==> src/opdec_pkg.sv <==
package opdec_pkg;
  // Operation classes
  typedef enum logic [5:0] {
    op_none_e = 6'h00,
    op_abs_e = 6'h01,
    op_add_shift_e = 6'h02,
    op_add_high_e = 6'h03,
    op_add_short_e = 6'h04,
    op_add_long_e = 6'h05,
    op_add_carry_e = 6'h06,
    op_add_unsigned_e = 6'h07,
    op_add_temp_e = 6'h08,
    op_aux_add_e = 6'h09,
    op_and_data_e = 6'h0A,
    op_and_long_e = 6'h0B,
    op_and_16_e = 6'h0C,
    op_add_product_e = 6'h0D,
    op_branch_e = 6'h0E,
    op_branch_acc_e = 6'h0F,
    op_branch_aux_e = 6'h10,
    op_cond_branch_e = 6'h11,
    op_bit_test_e = 6'h12,
    op_bit_test_idx_e = 6'h13,
    op_move_src_e = 6'h14,
    op_move_dst_e = 6'h15,
    op_move_prog_e = 6'h16,
    op_call_ind_e = 6'h17,
    op_call_e = 6'h18,
    op_cond_call_e = 6'h19,
    op_status_clear_e = 6'h1A,
    op_complement_e = 6'h1B,
    op_aux_compare_e = 6'h1C,
    op_data_move_e = 6'h1D,
    op_idle_e = 6'h1E,
    op_port_in_e = 6'h1F,
    op_soft_int_e = 6'h20,
    op_load_shift_e = 6'h21,
    op_load_long_e = 6'h22,
    op_load_high_e = 6'h23
  } op_t;

  // Status-clear selectors (low nibble of the status pattern)
  localparam logic [3:0] CLR_BLOCK_DATA = 4'h4;
  localparam logic [3:0] CLR_INT_ENABLE = 4'h0;
  localparam logic [3:0] CLR_CARRY = 4'hE;
  localparam logic [3:0] CLR_OVF_MODE = 4'h2;
  localparam logic [3:0] CLR_SIGN_EXT = 4'h6;
  localparam logic [3:0] CLR_TEST_CTRL = 4'hA;
  localparam logic [3:0] CLR_EXT_FLAG = 4'hC;

  // Condition field bit positions (Z L V C)
  localparam int COND_Z = 3;
  localparam int COND_L = 2;
  localparam int COND_V = 1;
  localparam int COND_C = 0;

  // Flag-condition select codes
  localparam logic [1:0] TP_PIN_LOW = 2'h0;
  localparam logic [1:0] TP_TC_SET = 2'h1;
  localparam logic [1:0] TP_TC_CLEAR = 2'h2;

  // Cycle figures
  localparam logic [2:0] CYC_ONE = 3'h1;
  localparam logic [2:0] CYC_TWO = 3'h2;
  localparam logic [2:0] CYC_THREE = 3'h3;
  localparam logic [2:0] CYC_FOUR = 3'h4;
endpackage : opdec_pkg

==> src/dec_if.sv <==
`timescale 1ns/1ps
`default_nettype none
interface dec_if;
  logic [15:0] word;
  logic [3:0] flags;
  logic test_ctrl;
  logic pin_low;
  logic aux_nonzero;
  logic cond_true;
  logic cond_known;
  modport eval (input word, input flags, input test_ctrl,
    input pin_low, input aux_nonzero, output cond_true, output cond_known);
  modport core (output word, output flags,
    output test_ctrl, output pin_low, output aux_nonzero, input cond_true, input cond_known);
endinterface : dec_if
`default_nettype wire

==> src/cond_eval.sv <==
`timescale 1ns/1ps
`default_nettype none
module cond_eval (
  dec_if.eval d
);
  logic [3:0] mask;
  logic [3:0] state;
  logic [3:0] live;
  logic [3:0] match;
  logic [1:0] tp;
  logic condition_field_hit;
  logic tp_hit;

  // Which of Z L V C really hold; Z and L derive accumulator relations
  assign mask = d.word[3:0];
  assign state = d.word[7:4];
  assign live = d.flags;
  assign match = mask & ~(state ^ live);
  assign tp = d.word[9:8];

  always_comb
  begin
    // Empty mask tests nothing; conditional calls then fall back to flag-condition select
    condition_field_hit = 1'b0;
    if (mask != 4'h0)
      condition_field_hit = |match; // [RULE25]
  end

  always_comb
  begin
    unique case (tp)
      opdec_pkg::TP_PIN_LOW: tp_hit = d.pin_low; // [RULE15]
      opdec_pkg::TP_TC_SET: tp_hit = d.test_ctrl; // [RULE15]
      opdec_pkg::TP_TC_CLEAR: tp_hit = ~d.test_ctrl; // [RULE15]
      default: tp_hit = 1'b0;
    endcase
  end

  always_comb
  begin
    d.cond_known = 1'b1;
    if (d.word[15:8] == 8'h7B)
      d.cond_true = d.aux_nonzero; // [RULE11]
    else if (d.word[15:8] == 8'hE3)
      d.cond_true = condition_field_hit; // [RULE12] [RULE13] [RULE14]
    else if (d.word[15:12] == 4'hE && d.word[7:0] == 8'h00)
      d.cond_true = tp_hit;
    else if (d.word[15:10] == 6'b1110_10)
      d.cond_true = (mask == 4'h0) ? tp_hit : (condition_field_hit | tp_hit);
    else
    begin
      d.cond_true = 1'b0;
      d.cond_known = 1'b0;
    end
  end
endmodule : cond_eval
`default_nettype wire

==> src/dsp_opcode_decoder_a_to_l.sv <==
// How it works
// (RULE1) 0xBE00 decodes as accumulator absolute value, one cycle.
// (RULE2) Top nibble 0010: add with shift from bits 11-8, address low byte.
// (RULE3) High byte 0x61: add addressed word into upper accumulator half.
// (RULE4) High byte 0xB8: add unsigned 8-bit low-byte constant, one cycle.
// (RULE5) 0xBF9 plus shift nibble: two-word, two-cycle shifted long add.
// (RULE6) 0x60, 0x62, 0x63: add with carry, unsigned low, temp shift.
// (RULE7) High byte 0x78: add low-byte constant to current aux register.
// (RULE8) AND data 0x6E, AND long 0xBFB, AND shift16 0xBE81; constants two cycles.
// (RULE9) 0xBE04 adds product register into accumulator in one cycle.
// (RULE10) 0xBE20 branches to accumulator address, four cycles.
// (RULE11) High byte 0x7B branches if aux nonzero: four taken, two not.
// (RULE12) Under 0xE3: 0x8C ge, 0x04 gt, 0xCC le, 0x44 lt.
// (RULE13) Under 0xE3: 0x88 equal zero, 0x08 not equal zero.
// (RULE14) Under 0xE3: 0x11 carry, 0x01 no carry, 0x22 overflow, 0x02 none.
// (RULE15) 0xE1 test flag set, 0xE2 clear, 0xE0 pin low, three miss.
// (RULE16) Top nibble 0100 bit test by bits 11-8; 0x6F by temp register.
// (RULE17) Block moves 0xA8, 0xA9, 0xA5: two words, three cycles.
// (RULE18) Software never data-block-moves onto interrupt or allocation registers.
// (RULE19) 0xBE4x clears or sets status bits selected by low nibble; code strobes only the seven clear selectors, other codes give none.
// (RULE20) 0xBF4 with 01CM compares aux registers; 0xBE01 complements.
// (RULE21) High byte 0x77 copies data word to next higher address.
// (RULE22) High byte 0xAF reads port from second-word address, two cycles.
// (RULE23) Loads: nibble 0001 shifted, 0xBF8 long shifted, 0x6A high half.
// (RULE24) Conditional cycle count: middle figure taken, last figure not taken.
// (RULE25) Condition met when mask ANDed with state agreement leaves any bit.
`timescale 1ns/1ps
`default_nettype none
module dsp_opcode_decoder_a_to_l (
  input wire logic clk,
  input wire logic reset,
  input wire logic fetch_valid,
  input wire logic [15:0] fetch_word,
  output logic fetch_ready,
  input wire logic acc_zero,
  input wire logic acc_negative,
  input wire logic overflow_flag,
  input wire logic carry_flag,
  input wire logic test_control_flag,
  input wire logic aux_nonzero,
  input wire logic ext_pin,
  output opdec_pkg::op_t op_q,
  output logic op_valid_q,
  output logic [3:0] shift_field_q,
  output logic [7:0] operand_q,
  output logic [15:0] second_word_q,
  output logic two_words_q,
  output logic [2:0] cycles_q,
  output logic taken_q,
  output logic [6:0] clear_bits_q,
  output logic unknown_q
);
  typedef enum logic [2:0] {
    st_first_e = 3'b001,
    st_second_e = 3'b010,
    st_busy_e = 3'b100
  } state_t;

  state_t state_q;
  logic [15:0] first_q;
  logic [2:0] wait_q;
  logic pin_meta_q;
  logic pin_sync_q;
  logic take_first;
  logic take_second;
  logic [2:0] cycles_d;

  opdec_pkg::op_t op_first;
  logic two_first;
  logic [2:0] hit_first;
  logic [2:0] miss_first;
  logic [3:0] shift_first;
  logic [7:0] operand_first;

  dec_if dif ();

  // External pin is asynchronous to the core clock
  always_ff @(posedge clk or posedge reset)
  begin
    if (reset)
    begin
      pin_meta_q <= 1'b0;
      pin_sync_q <= 1'b0;
    end
    else
    begin
      pin_meta_q <= ext_pin;
      pin_sync_q <= pin_meta_q;
    end
  end

  opdec_cycles u_table (
    .word(state_q == st_first_e ? fetch_word : first_q),
    .op(op_first),
    .two_words(two_first),
    .cyc_hit(hit_first),
    .cyc_miss(miss_first),
    .shift_field(shift_first),
    .operand(operand_first)
  );

  assign dif.word = state_q == st_first_e ? fetch_word : first_q;
  assign dif.flags = {acc_zero, acc_negative, overflow_flag, carry_flag};
  assign dif.test_ctrl = test_control_flag;
  assign dif.pin_low = ~pin_sync_q; // [RULE15]
  assign dif.aux_nonzero = aux_nonzero;

  cond_eval u_cond (
    .d(dif)
  );

  assign take_first = state_q == st_first_e && fetch_valid && fetch_ready;
  assign take_second = state_q == st_second_e && fetch_valid && fetch_ready;
  // Conditions sampled when the operation completes decode
  assign cycles_d = (!dif.cond_known || dif.cond_true) ? hit_first : miss_first; // [RULE24]

  // Sequencer: take no fetch words during the extra cycles of long operations; fetch_ready stays high
  always_ff @(posedge clk or posedge reset)
  begin
    if (reset)
    begin
      state_q <= st_first_e;
      first_q <= 16'h0000;
      wait_q <= 3'h0;
    end
    else
    begin
      unique case (state_q)
        st_first_e:
        begin
          if (take_first)
          begin
            first_q <= fetch_word;
            if (two_first)
              state_q <= st_second_e; // [RULE5]
            else if (cycles_d > opdec_pkg::CYC_ONE)
            begin
              wait_q <= 3'(cycles_d - opdec_pkg::CYC_ONE - 3'h1);
              state_q <= st_busy_e; // [RULE10]
            end
          end
        end
        st_second_e:
        begin
          if (take_second)
          begin
            if (cycles_d > opdec_pkg::CYC_TWO)
            begin
              wait_q <= 3'(cycles_d - opdec_pkg::CYC_TWO - 3'h1);
              state_q <= st_busy_e; // [RULE17]
            end
            else
              state_q <= st_first_e; // [RULE22]
          end
        end
        st_busy_e:
        begin
          if (wait_q == 3'h0)
            state_q <= st_first_e;
          else
            wait_q <= wait_q - 3'h1;
        end
      endcase
    end
  end

  always_ff @(posedge clk or posedge reset)
  begin
    if (reset)
      fetch_ready <= 1'b0;
    else
      fetch_ready <= 1'b1;
  end

  // Decoded result, published as the last word is taken
  always_ff @(posedge clk or posedge reset)
  begin
    if (reset)
    begin
      op_q <= opdec_pkg::op_none_e;
      op_valid_q <= 1'b0;
      shift_field_q <= 4'h0;
      operand_q <= 8'h00;
      second_word_q <= 16'h0000;
      two_words_q <= 1'b0;
      cycles_q <= 3'h0;
      taken_q <= 1'b0;
      unknown_q <= 1'b0;
    end
    else
    begin
      op_valid_q <= (take_first && !two_first) || take_second;
      if ((take_first && !two_first) || take_second)
      begin
        op_q <= op_first; // [RULE1] [RULE2] [RULE3] [RULE4] [RULE6] [RULE7]
        shift_field_q <= shift_first; // [RULE2] [RULE16] [RULE23]
        operand_q <= operand_first; // [RULE4] [RULE7] [RULE9] [RULE21]
        second_word_q <= take_second ? fetch_word : 16'h0000; // [RULE8] [RULE11] [RULE22]
        two_words_q <= take_second;
        cycles_q <= cycles_d; // [RULE11] [RULE24]
        taken_q <= dif.cond_known && dif.cond_true; // [RULE12] [RULE13] [RULE14] [RULE25]
        unknown_q <= op_first == opdec_pkg::op_none_e;
      end
    end
  end

  // One-hot strobe vector for status clears
  always_ff @(posedge clk or posedge reset)
  begin
    if (reset)
      clear_bits_q <= 7'h00;
    else if (take_first && op_first == opdec_pkg::op_status_clear_e)
    begin
      clear_bits_q <= '0;
      unique case (shift_first)
        opdec_pkg::CLR_BLOCK_DATA: clear_bits_q <= 7'h01; // [RULE19]
        opdec_pkg::CLR_INT_ENABLE: clear_bits_q <= 7'h02; // [RULE19]
        opdec_pkg::CLR_CARRY: clear_bits_q <= 7'h04; // [RULE19]
        opdec_pkg::CLR_OVF_MODE: clear_bits_q <= 7'h08; // [RULE19]
        opdec_pkg::CLR_SIGN_EXT: clear_bits_q <= 7'h10; // [RULE19]
        opdec_pkg::CLR_TEST_CTRL: clear_bits_q <= 7'h20; // [RULE19]
        opdec_pkg::CLR_EXT_FLAG: clear_bits_q <= 7'h40; // [RULE19]
        default: clear_bits_q <= 7'h00;
      endcase
    end
    else
      clear_bits_q <= 7'h00;
  end
endmodule : dsp_opcode_decoder_a_to_l
`default_nettype wire

==> src/opdec_cycles.sv <==
`timescale 1ns/1ps
`default_nettype none
module opdec_cycles (
  input wire logic [15:0] word,
  output opdec_pkg::op_t op,
  output logic two_words,
  output logic [2:0] cyc_hit,
  output logic [2:0] cyc_miss,
  output logic [3:0] shift_field,
  output logic [7:0] operand
);
  always_comb
  begin
    op = opdec_pkg::op_none_e;
    two_words = 1'b0;
    cyc_hit = opdec_pkg::CYC_ONE;
    cyc_miss = opdec_pkg::CYC_ONE;
    shift_field = word[11:8];
    operand = word[7:0];
    if (word == 16'hBE00)
      op = opdec_pkg::op_abs_e; // [RULE1]
    else if (word == 16'hBE01)
      op = opdec_pkg::op_complement_e; // [RULE20]
    else if (word == 16'hBE04)
      op = opdec_pkg::op_add_product_e; // [RULE9]
    else if (word == 16'hBE20)
    begin
      op = opdec_pkg::op_branch_acc_e; // [RULE10]
      cyc_hit = opdec_pkg::CYC_FOUR;
      cyc_miss = opdec_pkg::CYC_FOUR;
    end
    else if (word == 16'hBE22)
      op = opdec_pkg::op_idle_e;
    else if (word == 16'hBE30)
    begin
      op = opdec_pkg::op_call_ind_e;
      cyc_hit = opdec_pkg::CYC_FOUR;
      cyc_miss = opdec_pkg::CYC_FOUR;
    end
    else if (word[15:4] == 12'hBE4)
    begin
      op = opdec_pkg::op_status_clear_e; // [RULE19]
      shift_field = word[3:0];
    end
    else if (word[15:5] == 11'b1011_1110_011)
    begin
      op = opdec_pkg::op_soft_int_e;
      operand = {3'h0, word[4:0]};
      cyc_hit = opdec_pkg::CYC_FOUR;
      cyc_miss = opdec_pkg::CYC_FOUR;
    end
    else if (word == 16'hBE81)
    begin
      op = opdec_pkg::op_and_16_e; // [RULE8]
      two_words = 1'b1;
      cyc_hit = opdec_pkg::CYC_TWO;
      cyc_miss = opdec_pkg::CYC_TWO;
    end
    else if (word[15:2] == 14'b1011_1111_0100_01)
    begin
      op = opdec_pkg::op_aux_compare_e; // [RULE20]
      operand = {6'h00, word[1:0]};
    end
    else if (word[15:4] == 12'hBF9 || word[15:4] == 12'hBFB || word[15:4] == 12'hBF8)
    begin
      if (word[7:4] == 4'h9)
        op = opdec_pkg::op_add_long_e; // [RULE5]
      else if (word[7:4] == 4'hB)
        op = opdec_pkg::op_and_long_e; // [RULE8]
      else
        op = opdec_pkg::op_load_long_e; // [RULE23]
      shift_field = word[3:0];
      two_words = 1'b1;
      cyc_hit = opdec_pkg::CYC_TWO;
      cyc_miss = opdec_pkg::CYC_TWO;
    end
    else
    begin
      unique case (word[15:12])
        4'h2: op = opdec_pkg::op_add_shift_e; // [RULE2]
        4'h1: op = opdec_pkg::op_load_shift_e; // [RULE23]
        4'h4: op = opdec_pkg::op_bit_test_e; // [RULE16]
        4'hE:
        begin
          two_words = 1'b1;
          cyc_hit = opdec_pkg::CYC_FOUR;
          cyc_miss = opdec_pkg::CYC_TWO; // [RULE24]
          if (word[11:10] == 2'b10)
            op = opdec_pkg::op_cond_call_e;
          else if (word[11:8] <= 4'h3)
          begin
            op = opdec_pkg::op_cond_branch_e; // [RULE12]
            if (word[11:8] == 4'h0)
              cyc_miss = opdec_pkg::CYC_THREE; // [RULE15]
          end
          else
          begin
            two_words = 1'b0;
            cyc_hit = opdec_pkg::CYC_ONE;
            cyc_miss = opdec_pkg::CYC_ONE;
          end
        end
        default:
        begin
          unique case (word[15:8])
            8'h61: op = opdec_pkg::op_add_high_e; // [RULE3]
            8'hB8: op = opdec_pkg::op_add_short_e; // [RULE4]
            8'h60: op = opdec_pkg::op_add_carry_e; // [RULE6]
            8'h62: op = opdec_pkg::op_add_unsigned_e; // [RULE6]
            8'h63: op = opdec_pkg::op_add_temp_e; // [RULE6]
            8'h78: op = opdec_pkg::op_aux_add_e; // [RULE7]
            8'h6E: op = opdec_pkg::op_and_data_e; // [RULE8]
            8'h6F: op = opdec_pkg::op_bit_test_idx_e; // [RULE16]
            8'h77: op = opdec_pkg::op_data_move_e; // [RULE21]
            8'h6A: op = opdec_pkg::op_load_high_e; // [RULE23]
            8'h79, 8'h7A, 8'h7B:
            begin
              two_words = 1'b1;
              cyc_hit = opdec_pkg::CYC_FOUR;
              cyc_miss = (word[15:8] == 8'h7B) ? opdec_pkg::CYC_TWO
                : opdec_pkg::CYC_FOUR; // [RULE11]
              op = (word[15:8] == 8'h79) ? opdec_pkg::op_branch_e
                : (word[15:8] == 8'h7A) ? opdec_pkg::op_call_e
                : opdec_pkg::op_branch_aux_e; // [RULE11]
            end
            8'hA8, 8'hA9, 8'hA5:
            begin
              two_words = 1'b1;
              cyc_hit = opdec_pkg::CYC_THREE; // [RULE17]
              cyc_miss = opdec_pkg::CYC_THREE;
              op = (word[15:8] == 8'hA8) ? opdec_pkg::op_move_src_e
                : (word[15:8] == 8'hA9) ? opdec_pkg::op_move_dst_e
                : opdec_pkg::op_move_prog_e; // [RULE17]
            end
            8'hAF:
            begin
              op = opdec_pkg::op_port_in_e; // [RULE22]
              two_words = 1'b1;
              cyc_hit = opdec_pkg::CYC_TWO;
              cyc_miss = opdec_pkg::CYC_TWO;
            end
            default: op = opdec_pkg::op_none_e;
          endcase
        end
      endcase
    end
  end
endmodule : opdec_cycles
`default_nettype wire

==> config.mk <==
export PLATFORM = sky130hd
export DESIGN_NAME = dsp_opcode_decoder_a_to_l
export DESIGN_NICKNAME = d
export VERILOG_FILES = /design/src/opdec_pkg.sv /design/src/dec_if.sv /design/src/cond_eval.sv /design/src/dsp_opcode_decoder_a_to_l.sv /design/src/opdec_cycles.sv
export SDC_FILE = /design/constraint.sdc
export NUM_CORES = 1
export LEC_CHECK = 0
export ABC_CLOCK_PERIOD_IN_PS = 8600
export BUFFER_PORTS_ARGS = -buffer_cell sky130_fd_sc_hd__buf_4
export CAP_MARGIN = 5
export CORE_MARGIN = 4
export CORE_UTILIZATION = 45
export DETAILED_ROUTE_END_ITERATION = 10
export GPL_ROUTABILITY_DRIVEN = 0
export HOLD_SLACK_MARGIN = 0.03
export PLACE_DENSITY = 0.65
export SYNTH_ARGS = -nofsm -noshare
export SYNTH_HDL_FRONTEND = slang
export SYNTH_SLANG_ARGS = --single-unit
==> constraint.sdc <==
create_clock -name clk -period 8.6 [get_ports clk]
set_input_delay 1.29 -clock clk [delete_from_list [all_inputs] [get_ports clk]]
set_output_delay 1.29 -clock clk [all_outputs]
set_load 0.05 [all_outputs]
==> results by stage <==
Clock tree:
- The clock insertion delay at the later pin of the skew report is 0.34 ns.
- The deepest clock path buffer count is 2.
- The number of setup buffers added after CTS is 0.
- The total number of H-tree levels is 3.
- The tree built by TritonCTS fans out to 73 sinks.
- TritonCTS built the clock tree.
- The clock buffer count from CTS is 9.
- Post-CTS repair changed the size of 0 cells.
- The number of hold buffers added after cts is 0.
- The tree is rooted in a clkbuf_16.
- The clock transition at the registers of the reported paths is 0.06 ns.

Synthesis:
- Of all flip-flops after synthesis, the portion carrying an async set or reset was 1.00.
- In the synthesized netlist the dominant register cell turns out to be dfrtp_1.
- Counting flops with a built-in enable in the synthesized netlist gives 0.
- Averaged over all synthesized cells, the footprint is 8.38 um2.
- The post-synthesis instance total is 651.
- The net count of the mapped netlist is 683.
- The cell area that synthesis handed to floorplanning was 0.00546 mm2.
- The number of warning messages in the yosys log is 0.
- After synthesis, the netlist uses 97 different library cells.
- Synthesis inferred 73 register bits.
- The fraction of the yosys area taken by sequential cells is 0.335.

Power:
- Internal power comes to 1.05 mW.
- The design draws 2.09 mW.
- Of the total power, the share spent switching nets is 0.500.
- The power density over the cells is 336 mW/mm2.
- The cell leakage power is 2.71 nW.
- Of the total power, registers draw 0.299.
- The clock share of power is 0.161.
- The total net switching power is 1.05 mW.
- The share of total power dissipated in combinational logic is 0.539.
- VDD sags by at most 0.159 mV.

GRT:
- The first global-routing pass estimated 26.6 mm of wire.
- The aggregate global routing overflow is 0.
- Entering global routing, the biggest net connects 74 pins.
- The routing usage on met1 is 0.329.
- The via count of the first global-routing pass is 4,873.
- In the global route stage, met3 resource usage came out at 0.0577.
- The overall track demand over capacity in global routing is 0.233.
- After global routing, the most crowded layer is met2.
- The met2 demand-to-capacity share in global routing is 0.348.
- The number of antenna violations at the first check in global routing is 0.

Placed design:
- The number of placed instances, taps included, is 819.
- The placed instances occupy a cell area of 0.00597 mm2.
- Buffers placed on the I/O ports in this run total 74.
- The half-perimeter wire length after detailed placement is 11.7 mm.

Route:
- After the first detailed-routing iteration, the DRC count stood at 980.
- After detailed routing, the number of remaining DRC violations is 0.
- For this block, the routed nets add up to 16.5 mm of wire.
- The detailed router placed 5,311 vias in this run.
- The first TritonRoute pass finished after 6 iterations.
- The average detailed-routed wire length per instance is 19.7 um.
- The routed via count divided by cell count is 6.36.
- The count of nets left with antenna violations once routing finished came out at 0.

Worst setup path:
- The number of buffer and inverter stages on the critical path is 1.
- The worst setup path is captured at a register.
- Broken down by cell family, the worst path's largest delay share belongs to compound AO/OA/AOI/OAI gates.
- The count of cells along the worst register-to-register path is 13.
- In this run the worst path has a maximum fanout of 58.
- The arrival time of data at the critical path endpoint is 4.50 ns.
- The required time of the worst setup path is 8.82 ns.
- The worst setup slack for register-to-register paths is 4.33 ns.
- For this design, the slowest cell found on the critical path is mux2i_1.
- STA classifies the critical path startpoint as a register.
- The critical path is of the reg2reg type.
- The critical path crosses 13 cells after its start point.
- The critical path goes through nor3b_4, buf_4, mux2i_1, a31oi_1, o22a_1, or3_1, a21o_1, ha_1, nand2_1, a211oi_1, a2bb2oi_2, a211oi_4, mux2_1.
- For this run, the slowest stage of the critical path takes 0.61 ns.

Status:
- The flow ran to the end, and the final reports show no timing, DRC or antenna violations.

STA:
- The normalized max-slew margin is 0.373.
- Setup repair after global routing left no endpoint under its margin.
- The highest achievable clock rate is 234 MHz.
- Setup violations remaining at the end of the flow were counted as 0.
- The number of max-slew violations in the final report was 0.
- The number of hold-slack violations in the final timing report is 0.
- In the final timing run, aggregate negative setup slack is 0 ns.
- The clock arrives with 0.00638 ns of skew.
- At the pin with the least slew margin, the transition time is 0.930 ns.
- Of the available clock period, the critical path in the final layout requires 0.497.
- The post-route minimum period is 4.27 ns.

Die:
- In this run the count of I/O pins placed on the die edge is 75.
- The die is 118 um tall.
- For this configuration, the core starts out at a cell density of 0.468.
- The die covers 0.0139 mm2.
- The number of core rows is 39.
- In this run the horizontal extent of the chip is 118 um.
- The area inside the core boundary is 0.0117 mm2.

Layout:
- The final standard cell area without fillers is 0.00624 mm2.
- The total inserted antenna cells is 0.
- In the final layout, the share of cells above drive strength 1 is 0.189.
- After the last flow step, the layout net total stands at 719.
- Relative to the synthesized area, the layout overhead comes to 14.4%.
- Leaving out filler cells and counting taps, the final layout contains 835.

Worst hold path:
- The worst hold-check path type is reg2reg.
- The number of cells on the worst hold path is 0.

Job:
- The number of max-cap violations is 0.
## through the flow
step                      utilization  hold slack, ns  setup WS (ns)
after floorplan                     -           0.331           4.63
after global placement          0.512           0.335           4.25
after detailed placement        0.512           0.337           4.20
after CTS                       0.535           0.353           4.38
after global routing            0.535           0.366           4.10
final                           0.535           0.353           4.33
## power by group through the flow
stage / logic (mW) / clock network (mW) / registers (mW)
after floorplan: 0.704 / 0 / 0.736
final: 1.13 / 0.338 / 0.627
after CTS: 1.12 / 0.346 / 0.623
after global placement: 1.10 / 0 / 0.623
after global routing: 1.21 / 0.363 / 0.649
after detailed placement: 1.11 / 0 / 0.629
## registers in the layout (all words and copies together), names as in the netlist, 3 cells and up
name	cells
shift_field_q	4
state_q	3
wait_q	3
operand_q	8
first_q	16
op_q	6
second_word_q	16
cycles_q	3
clear_bits_q	7
## cell usage after synthesis (4+ instances only)
library cell,n,area (um2)
nand2_1,101,379
dfrtp_1,72,1800
nor2_1,67,251
clkbuf_1,34,128
a21oi_1,29,145
nand3_1,20,100
a22o_1,18,158
mux2i_1,18,180
o21ai_0,15,75.1
a31oi_1,12,75.1
inv_1,11,41.3
nor2b_1,11,68.8
nor3_1,11,55.1
nand4_1,10,62.6
nor4_1,10,62.6
xnor2_1,9,78.8
xor2_1,9,78.8
buf_2,8,40.0
nand2b_1,8,50.1
o22ai_1,8,50.1
o211ai_1,7,52.6
ha_1,6,75.1
nand4b_1,6,52.6
o21a_1,6,45.0
and4b_1,5,50.1
buf_6,5,56.3
nor4b_1,5,43.8
o31ai_1,5,37.5
or3_1,5,31.3
a211oi_1,4,30.0
a21o_1,4,30.0
a221oi_1,4,35.0
and2_1,4,25.0
buf_1,4,15.0
mux2_2,4,45.0
or2_2,4,25.0
## cell usage in the layout (no fill, tap or decap), drive strengths merged, types with 13 or more instances in the layout
cell	n
nand3	22
nor2	69
o21ai	18
mux2i	20
a21oi	30
a22o	18
nand2	103
buf	78
a31oi	13
dfrtp	72
## cells by family after synthesis
family | after synthesis | synth area share
AND/OR/NAND/NOR | 307 | 0.300
AO/OA/AOI/OAI | 157 | 0.218
flip-flops | 73 | 0.335
buffers and inverters | 64 | 0.0537
multiplexers | 25 | 0.0500
XOR/XNOR | 18 | 0.0289
adder cells (fa/ha/maj) | 6 | 0.0138
other | 1 | 0.000687
## worst register-to-register path, delay by kind of cell, from the launching register on
kind                     cells  cell delay, ns
AO/OA/AOI/OAI                6            1.19
multiplexers                 2            0.99
AND/OR/NAND/NOR              3            0.59
flip-flops                   1            0.59
buffers and inverters        1            0.54
adder cells (fa/ha/maj)      1            0.24
## layout make-up
class                           instances  area, um2
Clock buffer                           11        233
Clock inverter                          5       32.5
Fill cell                            1088       5420
Inverter                               11       41.3
Multi-Input combinational cell        514       3340
Sequential cell                        73       1830
Tap cell                              143        179
Timing Repair Buffer                   78        586
## per-layer routing
layer / share of wire / wire [um]
met1: 0.43 / 7010
met2: 0.44 / 7310
met3: 0.10 / 1660
met4: 0.029 / 475
met5: 0 / 0
## path summary, 6_finish.rpt
check	to	start
setup reg to reg	wait_q[2]	state_q[0]
setup / recovery	wait_q[2]	state_q[0]
max in group asynchronous	first_q[10]	reset
hold / removal	pin_sync_q	pin_meta_q
min in group asynchronous	taken_q	reset
hold reg to reg	pin_sync_q	pin_meta_q
Power figures use the tool's default switching activity.
